`config.mk`:
```
export PLATFORM = sky130hd
export DESIGN_NAME = amp_control_port
export DESIGN_NICKNAME = d
export VERILOG_FILES = /design/src/pkg/amp_pkg.sv /design/src/core/amp_pin_filter.sv /design/src/core/amp_control_port.sv
export VERILOG_INCLUDE_DIRS = /design/src /design/src/pkg
export SDC_FILE = /design/constraint.sdc
export NUM_CORES = 1
export LEC_CHECK = 0
export BUFFER_PORTS_ARGS = -buffer_cell sky130_fd_sc_hd__buf_2
export CORE_UTILIZATION = 45
export CTS_CLUSTER_SIZE = 30
export DETAILED_ROUTE_END_ITERATION = 16
export PLACE_DENSITY = 0.66
export SLEW_MARGIN = 20
export SYNTH_ARGS = -nofsm -noshare
export SYNTH_HDL_FRONTEND = slang
export SYNTH_SLANG_ARGS = --single-unit
```
`constraint.sdc`:
```
create_clock -name core_clk -period 3.32 [get_ports core_clk]
set_clock_uncertainty 0.1 [all_clocks]
set_input_delay 0 -clock core_clk [delete_from_list [all_inputs] [get_ports core_clk]]
set_output_delay 0 -clock core_clk [all_outputs]
set_load 0.01 [all_outputs]
```
`src/pkg/amp_defs.svh`:
```
// Summary of operation
// - Device is only an I2C target; never drives SCL nor starts transfers.
// - Serial clock accepted up to 400 kHz; master must not exceed it.
// - Audio input supports I2S, right, left justified, TDM; 16 to 32 bit words.
// - Audio input sample rates are 44.1, 48 and 96 kHz.
// - Audio port control bits 3 to 5 are ignored unless format is TDM.
// - Writing bit 7 of register 0x21 clears latched faults.
// - Bit 6 of register 0x21 selects frame driving the parallel output.
// - Switching frequency is an integer multiple of sample rate, e.g. 44.
// - Parallel output commands take effect only while in standby.
`ifndef AMP_DEFS_SVH
`define AMP_DEFS_SVH

// ==========================================
// Register map
`define AMP_REG_AUDIO_PORT 8'h03
`define AMP_REG_MISC3 8'h21
`define AMP_REG_FAULT_STATUS 8'h10
`define AMP_AUDIO_PORT_RESET 8'h04
`define AMP_MISC3_RESET 8'h0c

// ==========================================
// Field positions
`define AMP_WLEN_LSB 0
`define AMP_TDM_LSB 3
`define AMP_FMT_LSB 6
`define AMP_RATE_LSB 0
`define AMP_MULT_LSB 2
`define AMP_PAR_BIT 5
`define AMP_FRAME_BIT 6
`define AMP_CLR_BIT 7

// ==========================================
// Bus timing
`define AMP_SCL_MAX_KHZ 400
`define AMP_CLK_MHZ 250
`define AMP_SPIKE_NS 50
`define AMP_SPIKE_CYC ((`AMP_SPIKE_NS * `AMP_CLK_MHZ) / 1000)
`define AMP_I2C_BASE_ADDR 7'h34

`endif

```
`src/pkg/amp_pkg.sv`:
```
package amp_pkg;
  typedef enum logic [1:0] {AMP_FMT_I2S, AMP_FMT_RJ, AMP_FMT_LJ, AMP_FMT_TDM} amp_fmt_t;
  typedef enum logic [1:0] {AMP_FS_44K1, AMP_FS_48K, AMP_FS_96K} amp_rate_t;
  typedef enum {AMP_S_IDLE, AMP_S_ADDR, AMP_S_INDEX, AMP_S_WDATA, AMP_S_ACK_OUT, AMP_S_RDATA,
                AMP_S_ACK_IN} amp_state_t;
  typedef enum {AMP_PH_INDEX, AMP_PH_WRITE, AMP_PH_READ} amp_phase_t;
endpackage : amp_pkg

```
`src/core/amp_pin_filter.sv`:
```
`timescale 1ns/1ps
`include "amp_defs.svh"
module amp_pin_filter #(
  parameter int W = 12
) (
  // Clock and reset
  input wire logic core_clk,
  input wire logic rst,
  // Pins
  input wire logic [W-1:0] raw,
  output logic [W-1:0] clean
);
  import amp_pkg::*;
  localparam logic [4:0] SPIKE = 5'(`AMP_SPIKE_CYC);

  // ==========================================
  // Two-flop synchroniser and spike filter per pin
  genvar g;
  generate
    for (g = 0; g < W; g++) begin : g_pin
      logic s1, s2, q;
      logic next_q;
      logic [4:0] cnt, next_cnt;
      always_comb begin
        next_q = q;
        next_cnt = 5'h00;
        if (s2 != q) begin
          // A level must hold past the spike window before it is believed
          next_cnt = cnt + 5'h01;
          if (cnt >= SPIKE) begin
            next_q = s2;
            next_cnt = 5'h00;
          end
        end
      end
      always_ff @(posedge core_clk) begin
        if (rst) begin
          s1 <= 1'b1;
          s2 <= 1'b1;
          q <= 1'b1;
          cnt <= 5'h00;
        end else begin
          s1 <= raw[g];
          s2 <= s1;
          q <= next_q;
          cnt <= next_cnt;
        end
      end
      assign clean[g] = q;
    end
  endgenerate
endmodule : amp_pin_filter

```
`src/core/amp_control_port.sv`:
```
`timescale 1ns/1ps
`include "amp_defs.svh"
module amp_control_port (
  // Clock and reset
  input wire logic core_clk,
  input wire logic rst,
  // I2C pins; SCL is input only
  input wire logic scl_i,
  input wire logic sda_i,
  output logic sda_o,
  output logic sda_oe,
  // Address straps and fault sources
  input wire logic [1:0] addr_sel,
  input wire logic [7:0] fault_in,
  // Amplifier state
  input wire logic amp_standby,
  // Audio port configuration
  output amp_pkg::amp_fmt_t input_format,
  output logic [2:0] word_length,
  output logic [2:0] tdm_slot,
  output amp_pkg::amp_rate_t sample_rate,
  output logic [5:0] pwm_fs_multiple,
  // Output stage control
  output logic parallel_bridge_output,
  output logic frame_select,
  output logic fault_clear
);
  import amp_pkg::*;

  // ==========================================
  // Pin conditioning
  logic [11:0] pins;
  // Fault pins pass inverted: the filter resets to one, which must read as no fault
  amp_pin_filter #(.W(12)) u_filt (
    .core_clk(core_clk),
    .rst(rst),
    .raw({~fault_in, addr_sel, sda_i, scl_i}),
    .clean(pins)
  );
  logic scl, sda, scl_q, sda_q;
  assign scl = pins[0];
  assign sda = pins[1];
  wire start_c = scl && scl_q && sda_q && !sda;
  wire stop_c = scl && scl_q && !sda_q && sda;
  wire scl_rise = scl && !scl_q;
  wire scl_fall = !scl && scl_q;

  // ==========================================
  // Register helpers
  function automatic logic [5:0] mult_decode(input logic [2:0] code);
    case (code)
      3'h0: mult_decode = 6'h08;
      3'h1: mult_decode = 6'h0a;
      3'h2: mult_decode = 6'h26;
      3'h4: mult_decode = 6'h30;
      default: mult_decode = 6'h2c;
    endcase
  endfunction : mult_decode

  // ==========================================
  // Bus state
  amp_state_t st, next_st;
  amp_phase_t ph, next_ph;
  logic [3:0] cnt, next_cnt;
  logic [7:0] sh, next_sh;
  logic [7:0] index, next_index;
  logic nack, next_nack;
  logic oe, next_oe;
  logic [6:0] my_addr, next_my_addr;
  logic wr_en;
  logic [7:0] audio, misc, flt, rd_data;
  logic [7:0] next_audio, next_misc, next_flt;

  always_comb begin
    case (index)
      `AMP_REG_AUDIO_PORT: rd_data = audio;
      `AMP_REG_MISC3: rd_data = misc;
      `AMP_REG_FAULT_STATUS: rd_data = flt;
      default: rd_data = 8'h00;
    endcase
  end

  always_comb begin
    next_st = st;
    next_ph = ph;
    next_cnt = cnt;
    next_sh = sh;
    next_index = index;
    next_nack = nack;
    next_oe = oe;
    next_my_addr = my_addr;
    wr_en = 1'b0;
    // Straps only move while this port is in AMP_S_IDLE so a transfer to it sees one address
    if (st == AMP_S_IDLE) next_my_addr = `AMP_I2C_BASE_ADDR | {5'h00, pins[3:2]};
    if (stop_c) begin
      next_st = AMP_S_IDLE;
      next_oe = 1'b0;
    end else if (start_c) begin
      next_st = AMP_S_ADDR;
      next_cnt = 4'h0;
      next_oe = 1'b0;
    end else begin
      case (st)
        AMP_S_IDLE: next_oe = 1'b0;
        AMP_S_ADDR, AMP_S_INDEX, AMP_S_WDATA: begin
          // 250 MHz sampling leaves ample margin at a 400 kHz bus clock
          if (scl_rise) begin
            next_sh = {sh[6:0], sda};
            next_cnt = cnt + 4'h1;
          end else if (scl_fall && cnt == 4'h8) begin
            next_cnt = 4'h0;
            next_st = AMP_S_ACK_OUT;
            next_oe = 1'b1;
            if (st == AMP_S_ADDR) begin
              if (sh[7:1] != my_addr) begin
                next_st = AMP_S_IDLE;
                next_oe = 1'b0;
              end
              next_ph = sh[0] ? AMP_PH_READ : AMP_PH_INDEX;
            end else if (st == AMP_S_INDEX) begin
              next_index = sh;
              next_ph = AMP_PH_WRITE;
            end else begin
              wr_en = 1'b1;
              next_index = index + 8'h01;
            end
          end
        end
        AMP_S_ACK_OUT: if (scl_fall) begin
          next_oe = 1'b0;
          case (ph)
            AMP_PH_INDEX: next_st = AMP_S_INDEX;
            AMP_PH_WRITE: next_st = AMP_S_WDATA;
            default: begin
              next_st = AMP_S_RDATA;
              next_oe = !rd_data[7];
              next_sh = {rd_data[6:0], 1'b0};
              next_cnt = 4'h1;
              next_index = index + 8'h01;
            end
          endcase
        end
        AMP_S_RDATA: if (scl_fall) begin
          if (cnt == 4'h8) begin
            next_oe = 1'b0;
            next_st = AMP_S_ACK_IN;
          end else begin
            next_oe = !sh[7];
            next_sh = {sh[6:0], 1'b0};
            next_cnt = cnt + 4'h1;
          end
        end
        AMP_S_ACK_IN: begin
          if (scl_rise) next_nack = sda;
          if (scl_fall) begin
            if (nack) begin
              next_st = AMP_S_IDLE;
            end else begin
              next_st = AMP_S_RDATA;
              next_oe = !rd_data[7];
              next_sh = {rd_data[6:0], 1'b0};
              next_cnt = 4'h1;
              next_index = index + 8'h01;
            end
          end
        end
        default: next_st = AMP_S_IDLE;
      endcase
    end
  end

  // ==========================================
  // Control registers and fault latch
  wire clr_req = wr_en && index == `AMP_REG_MISC3 && sh[`AMP_CLR_BIT];
  always_comb begin
    next_audio = audio;
    next_misc = misc;
    if (wr_en && index == `AMP_REG_AUDIO_PORT) next_audio = sh;
    // Clear bit is a command, it never reads back as one
    if (wr_en && index == `AMP_REG_MISC3) next_misc = {1'b0, sh[6:0]};
    // A fault arriving in the clearing cycle stays latched
    next_flt = (clr_req ? 8'h00 : flt) | ~pins[11:4];
  end

  // ==========================================
  // Output decode
  amp_fmt_t next_fmt;
  amp_rate_t next_rate;
  logic [2:0] next_wlen, next_tdm;
  logic next_par;
  always_comb begin
    next_fmt = amp_fmt_t'(audio[`AMP_FMT_LSB +: 2]);
    // Word length codes above 32 bit are held at 32 bit
    next_wlen = audio[`AMP_WLEN_LSB +: 3] > 3'h4 ? 3'h4 : audio[`AMP_WLEN_LSB +: 3];
    next_tdm = next_fmt == AMP_FMT_TDM ? audio[`AMP_TDM_LSB +: 3] : 3'h0;
    case (misc[`AMP_RATE_LSB +: 2])
      2'h0: next_rate = AMP_FS_44K1;
      2'h2: next_rate = AMP_FS_96K;
      default: next_rate = AMP_FS_48K;
    endcase
    // Parallel mode change is frozen outside standby to protect the bridges
    next_par = amp_standby ? misc[`AMP_PAR_BIT] : parallel_bridge_output;
  end

  always_ff @(posedge core_clk) begin
    if (rst) begin
      st <= AMP_S_IDLE;
      ph <= AMP_PH_INDEX;
      cnt <= 4'h0;
      sh <= 8'h00;
      index <= 8'h00;
      nack <= 1'b0;
      oe <= 1'b0;
      my_addr <= `AMP_I2C_BASE_ADDR;
      scl_q <= 1'b1;
      sda_q <= 1'b1;
      audio <= `AMP_AUDIO_PORT_RESET;
      misc <= `AMP_MISC3_RESET;
      flt <= 8'h00;
      sda_o <= 1'b0;
      sda_oe <= 1'b0;
      input_format <= AMP_FMT_I2S;
      word_length <= 3'h0;
      tdm_slot <= 3'h0;
      sample_rate <= AMP_FS_48K;
      pwm_fs_multiple <= 6'h2c;
      parallel_bridge_output <= 1'b0;
      frame_select <= 1'b0;
      fault_clear <= 1'b0;
    end else begin
      st <= next_st;
      ph <= next_ph;
      cnt <= next_cnt;
      sh <= next_sh;
      index <= next_index;
      nack <= next_nack;
      oe <= next_oe;
      my_addr <= next_my_addr;
      scl_q <= scl;
      sda_q <= sda;
      audio <= next_audio;
      misc <= next_misc;
      flt <= next_flt;
      sda_o <= 1'b0;
      sda_oe <= next_oe;
      input_format <= next_fmt;
      word_length <= next_wlen;
      tdm_slot <= next_tdm;
      sample_rate <= next_rate;
      pwm_fs_multiple <= mult_decode(misc[`AMP_MULT_LSB +: 3]);
      parallel_bridge_output <= next_par;
      frame_select <= misc[`AMP_FRAME_BIT];
      fault_clear <= clr_req;
    end
  end

  wire [1:0] fmt_raw = audio[`AMP_FMT_LSB +: 2];
  wire frame_raw = misc[`AMP_FRAME_BIT];
endmodule : amp_control_port

```
* Yosys cells after proc, flatten, opt, wreduce, memory -nomap -nowiden *
Cells that the tools add are included.
Widths: inputs -> output; s select.

cells by class
  $add $sub $neg = 14
  multiply operators = 0
  divide/modulo/power cells = 0
  $lt $le $gt $ge = 13
  equality and inequality tests = 53
  shifts and indexed selects = 0
  multiplexer cells = 65
  bitwise gates (word level) = 20
  reduce and logical (&&, ||, !) cells = 65

operator list
  kind                 number
  $mux 32              8
  $pmux 32 s5          1
  $eq 32x3->1 const B  4
  $mux 8               16
  $eq 32x2->1 const B  3
  $logic_not 32->1     3
  $eq 32x1->1 const B  2
  $add 5x1->5 const B  12
  $ge 5x4->1 const B   12
  $pmux 8 s3           2
  $reduce_or 3->1      14
  $mux 4               9
  $pmux 8 s4           1
  $ne 3x3->1 const B   9
  $ne 2x2->1 const B   12
  $pmux 6 s4           1
  $reduce_and 2->1     12
  $reduce_and 7->1     3
  $reduce_and 10->1    2
  $mux 1               18
  $not 1->1            17
  $not 8->8            2
  $pmux 4 s4           1
  $mux 3               4
  other kinds (31)     62

storage, ports and cells
  flip-flop bits (word level) = 228
  bits in latches = 0
  bits in writable memories = 0
  ROM bits = 0
  input bits = 15
  output and inout port bits = 21
  logic and storage cells = 301
  memories kept = 0

* Logic depth before layout (Yosys ltp) *
  depth in word-level cells = 12
  gate-level depth with buffers = 8
  gate-level depth less buffers = 7

* Modules after synthesis *
A second synthesis with hierarchy kept.

unflattened totals
  cell total of the unflattened synthesis = 786
  area, all modules = 7169.4 um^2

by module, submodules not included
  module            times used  cells an instance  area an instance (um^2)  sequential area each (um^2)
  amp_pin_filter    1           354                3604.7                   1921.8
  amp_control_port  1           432                3564.7                   1441.4

* Worst setup path before layout *
Ideal clock, no wire load.

  path kind = flip-flop to flip-flop
  from = reg cnt[0]
  to = reg cnt[3]
  library setup time = 0.070 ns
  arrival time = 1.848 ns
  required time = 3.150 ns
  slack = 1.302 ns
  cell stages (with the launch flop) = 8
  buffers on the path = 0
  period minus slack after synthesis = 2.018 ns
  cells stage by stage = dfxtp_1 inv_1 ha_1 and3b_1 o221ai_2 o2111ai_2 or4_1 a21oi_1

on the way
  word-level cells in the longest chain between the ends = 5
  elaborated cells between the ends (all ways) = 11
  classes of those cells = add/sub (1); eq/ne (3); mux (5); reduce/logical (2)

RTL lines
  element                 line                                              source
  start, declared         amp_control_port.sv:64                            logic [3:0] cnt, next_cnt;
  start signal, assigned  amp_control_port.sv:233                           cnt <= next_cnt;
  $add 4x1->4             amp_control_port.sv:109, amp_control_port.sv:150
  $mux 4                  amp_control_port.sv:144                           if (cnt == 4'h8) begin
  $mux 4                  amp_control_port.sv:143                           AMP_S_RDATA: if (scl_fall) begin
  $pmux 4 s4              amp_control_port.sv:103                           case (st)
  $mux 4                  amp_control_port.sv:98                            end else if (start_c) begin

Parallel ways exist; a longest one is shown, timed or not. The select of a mux whose other input is x is not followed.
A chain may end at the register's enable or synchronous reset.

* Final worst setup path *
  from = reg st[0]
  to = reg index[0]

on the way
  word-level cells in the longest chain between the ends = 6
  elaborated cells between the ends (all ways) = 22
  classes of those cells = eq/ne (14); mux (5); reduce/logical (3)

RTL lines
  element                 line                     source
  start, declared         amp_control_port.sv:62   amp_state_t st, next_st;
  start signal, assigned  amp_control_port.sv:231  st <= next_st;
  $eq 32x3->1             amp_control_port.sv:120  end else if (st == AMP_S_INDEX) begin
  $mux 8                  amp_control_port.sv:120
  $mux 8                  amp_control_port.sv:114  if (st == AMP_S_ADDR) begin
  $mux 8                  amp_control_port.sv:110  end else if (scl_fall && cnt == 4'h8) begin
  $mux 8                  amp_control_port.sv:107  if (scl_rise) begin
  $pmux 8 s3              amp_control_port.sv:103
  end signal, assigned    amp_control_port.sv:235  index <= next_index;
  end, declared           amp_control_port.sv:66   logic [7:0] index, next_index;

Parallel ways exist; a longest one is shown, timed or not. The select of a mux whose other input is x is not followed.

==> results.md <==
- Outcome: finished, final reports clean
- Antenna Cells: 0
- CP delay by family, top: simple AND/OR/NAND/NOR gates
- Pwr Density: about 530 mW/mm2
- Post-route ant nets: 0
- Die height: approximately 130 um
- Syn avg cell area: approximately 9.3 um2
- Synth Area in Simple Gates: 0.199
- Max VDD drop: between 0.0003 and 0.0004 V
- Final WL: approximately 13 mm
- Buffer depth of the longest clock path: 2
- CP max stage cell: dfxtp_1
- M1 WL: about 6.1 mm
- DP Wirelength: slightly above 9 mm
- Synth Cell Area: 0.00692 mm2
- Crit. End Element: flip-flop
- Vias in the first global route: ~5.0k
- CTS tree: yes
- CP Depth: 5
- Post-synthesis compound-gate area fraction: 0.128
- Largest net degree at the start of global routing: 93
- Initial DRC Count: about 330
- Post-synth ARST share: 0
- Slew HR: 0.430
- Setup-failing EPs final: 0
- Clk Latency, worst-skew pair: about 430 ps
- Global-route usage over all layers: 0.182
- HP Class: input port to flip-flop
- Routed wire length per instance: 13.5 um
- Total grt overflow: 0
- Core Region: 0.0148 mm2
- Final core utilization: 0.542
- Sequential area share after synthesis: 0.486
- Fin crit share: 0.768
- Pins Over Slew Limit: 0
- Synth top area cells: dfxtp_1 49%, nor2_1 6.0%, ha_1 5.2%
- Max-cap violation count: 0
- Setup repair after global routing missed its margin: no
- Buf+Inv Stages, Crit Path: 0
- Synth warn: 0
- CTS buffer count: 17
- DR top layer: met4
- CP startpoint kind: flip-flop
- Count of flip-flops with a built-in enable after synthesis: 0
- Cells after synthesis: 743
- Reg clk slew, reported paths: approximately 70 ps
- Hold-critical path depth: 2
- Drt pass-1 iters: 5
- Final cell count without fillers: 990
- Post-route cell area: roughly 0.008 mm2
- Primary FF master, synth: dfxtp_1
- Synth unique cells: between 60 and 70
- Worst R2R Path Depth: 5
- LEAKAGE: about 3.3 nW
- Placed cells: roughly 950
- Count leader, synth: dfxtp_1
- Met3 wire len: ~530 um
- Post-layout minimum cycle time: ~2600 ps
- CP Launch Point: st[0]$_SDFFE_PP0P_
- Share of layout cells above drive strength 1: 0.133
- Via count: about 5.1k
- Mux contribution to synthesized area: 0.0289
- Global-route wire length before repair: roughly 23 mm
- Sink Count: between 150 and 200
- Reg2reg setup slack: 770 ps
- Crit Path Class: flip-flop to flip-flop
- Die area: 0.0159 mm2
- Root buffer cell: clkbuf_16
- Post-place instance area: between 0.007 and 0.008 mm2
- CP Max Fanout: 17
- Metal2 WL: around 6.4 mm
- Hold Fails Final Rpt: 0
- Row Count: 44
- Synth-to-layout area growth: 15.5%
- Synth Area in XOR/XNOR: 0.0519
- Maximum clock frequency: ~0.39 GHz
- H-tree depth: 4
- Yosys reg bits: around 170
- Main combinational cell family by area after synthesis: simple AND/OR/NAND/NOR gates
- Least-Margin Pin Slew: around 860 ps
- Final TNS setup: 0 ps
- Num ports: 36
- Die X: ~130 um
- Initial antenna violation count: 0
- Synth cell count leaders: 168 x dfxtp_1, 111 x nor2_1, 60 x inv_1
- Buffers on Ports: 33
- DR vias/cell: about 5.1
- WP data arrival: roughly 2800 ps
- CP cell instances: nand2b_1, o32a_1, o221ai_2, or3_1, a31oi_1
- R2R Path Start: st[0]$_SDFFE_PP0P_
- CP Data Required Time: 3580 ps
- Initial Util: 0.469
- Crit path largest cell delay: about 640 ps
- Final #Nets: around 840
- Placer Congestion: ~0.85
- Synth Area in Adders: 0.0525
- Synth area leader: dfxtp_1
- Crit path to: index[0]$_SDFFE_PP0P_
- Final Total Pwr: approximately 0.0043 W
- R2R Path End: index[0]$_SDFFE_PP0P_
- Synth top area share: 0.486
- DRC violations left: 0
- Fill cells: ~1.3k
-- worst min path at each step --
stage	from	to	slack, ps
2_1_floorplan	fault_in[7]	u_filt.g_pin[11].s1$_SDFF_PP1_	-30
4_1_cts	rst	audio[4]$_SDFFE_PP0P_	50
3_5_place_dp	fault_in[7]	u_filt.g_pin[11].s1$_SDFF_PP1_	70
5_1_grt	rst	nack$_SDFFE_PP0P_	90
3_3_place_gp	fault_in[7]	u_filt.g_pin[11].s1$_SDFF_PP1_	70
6_report	rst	nack$_SDFFE_PP0P_	40
-- flip-flops by register name, summed over array words and instances (netlist names), 4 cells and up --
signal / flops
u_filt.g_pin.q: 12
u_filt.g_pin.s1: 12
misc: 7
audio: 8
index: 8
flt: 8
cnt: 4
sh: 8
u_filt.g_pin.s2: 12
pwm_fs_multiple: 5
u_filt.g_pin.cnt: 60
-- placed cells by master, fill, tap and decap left out, types with 4 or more instances in the layout --
| master | synthesis | routed |
|---|---|---|
| nor3_1 | 5 | 5 |
| nand3_1 | 24 | 24 |
| a211o_1 | 16 | 16 |
| inv_1 | 60 | 60 |
| inv_6 | 0 | 8 |
| o21ai_0 | 12 | 12 |
| a21o_1 | 13 | 13 |
| a2bb2oi_1 | 8 | 8 |
| or2_2 | 24 | 24 |
| mux2i_1 | 20 | 20 |
| a211oi_1 | 15 | 15 |
| and3_1 | 5 | 5 |
| nand3b_1 | 10 | 10 |
| ha_1 | 29 | 29 |
| nor4_1 | 4 | 4 |
| nor2b_1 | 7 | 7 |
| nor2_1 | 111 | 111 |
| dfxtp_1 | 168 | 168 |
| conb_1 | 1 | 14 |
| clkbuf_16 | 0 | 17 |
| nand2_1 | 20 | 20 |
| xor2_1 | 14 | 14 |
| a21oi_1 | 36 | 36 |
| buf_4 | 2 | 7 |
| buf_2 | 5 | 32 |
| xnor2_1 | 27 | 27 |
| nand2b_1 | 13 | 13 |
| a31oi_1 | 5 | 5 |
| dlygate4sd3_1 | 0 | 13 |
| or3_1 | 18 | 18 |
-- per-stage QoR --
stage / setup WS (ps) / hold WS (ps)
floorplan: 1300 / -26.5
global placement: 965 / 68.6
detailed placement: 842 / 72.2
CTS: 821 / 54.9
global route: 653 / 85.6
finish: 769 / 38.8
-- final cells by class --
type / instances / area [um2] / area share
Multi-Input combinational cell: 494 / 3240 / 0.405
Sequential cell: 168 / 3360 / 0.421
Clock inverter: 14 / 153 / 0.0191
Clock buffer: 18 / 439 / 0.0550
Tap cell: 184 / 230 / 0.0288
Timing Repair Buffer: 52 / 343 / 0.0429
Inverter: 60 / 225 / 0.0282
-- power by group --
| group | internal [W] | switching [W] |
|---|---|---|
| sequential | 0.00207 | 0.0000503 |
| combinational | 0.0000860 | 0.0000940 |
| clock | 0.00109 | 0.000876 |
-- cell families after synthesis --
group,count (synthesis)
simple gates,264
flops,168
compound gates,126
buf+inv,94
xor+xnor,41
fa+ha+maj,29
mux,20
other cells,1
-- metal layers --
layer / up-vias / global-route usage
met3: 34 / 0.0484
met5: - / 0
met2: 105 / 0.297
li1: 2575 / -
met1: 2371 / 0.219
met4: 0 / 0.0936
-- repair_timing --
| action | 4_1_cts | 5_1_grt |
|---|---|---|
| resized for setup | 0 | 0 |
| hold buffers | 13 | 0 |
| endpoints found under the hold margin | 13 | 0 |
| setup endpoints to repair | 0 | 0 |
| buffers inserted | 0 | 0 |
Note: power is estimated with default switching activity, not from simulation.
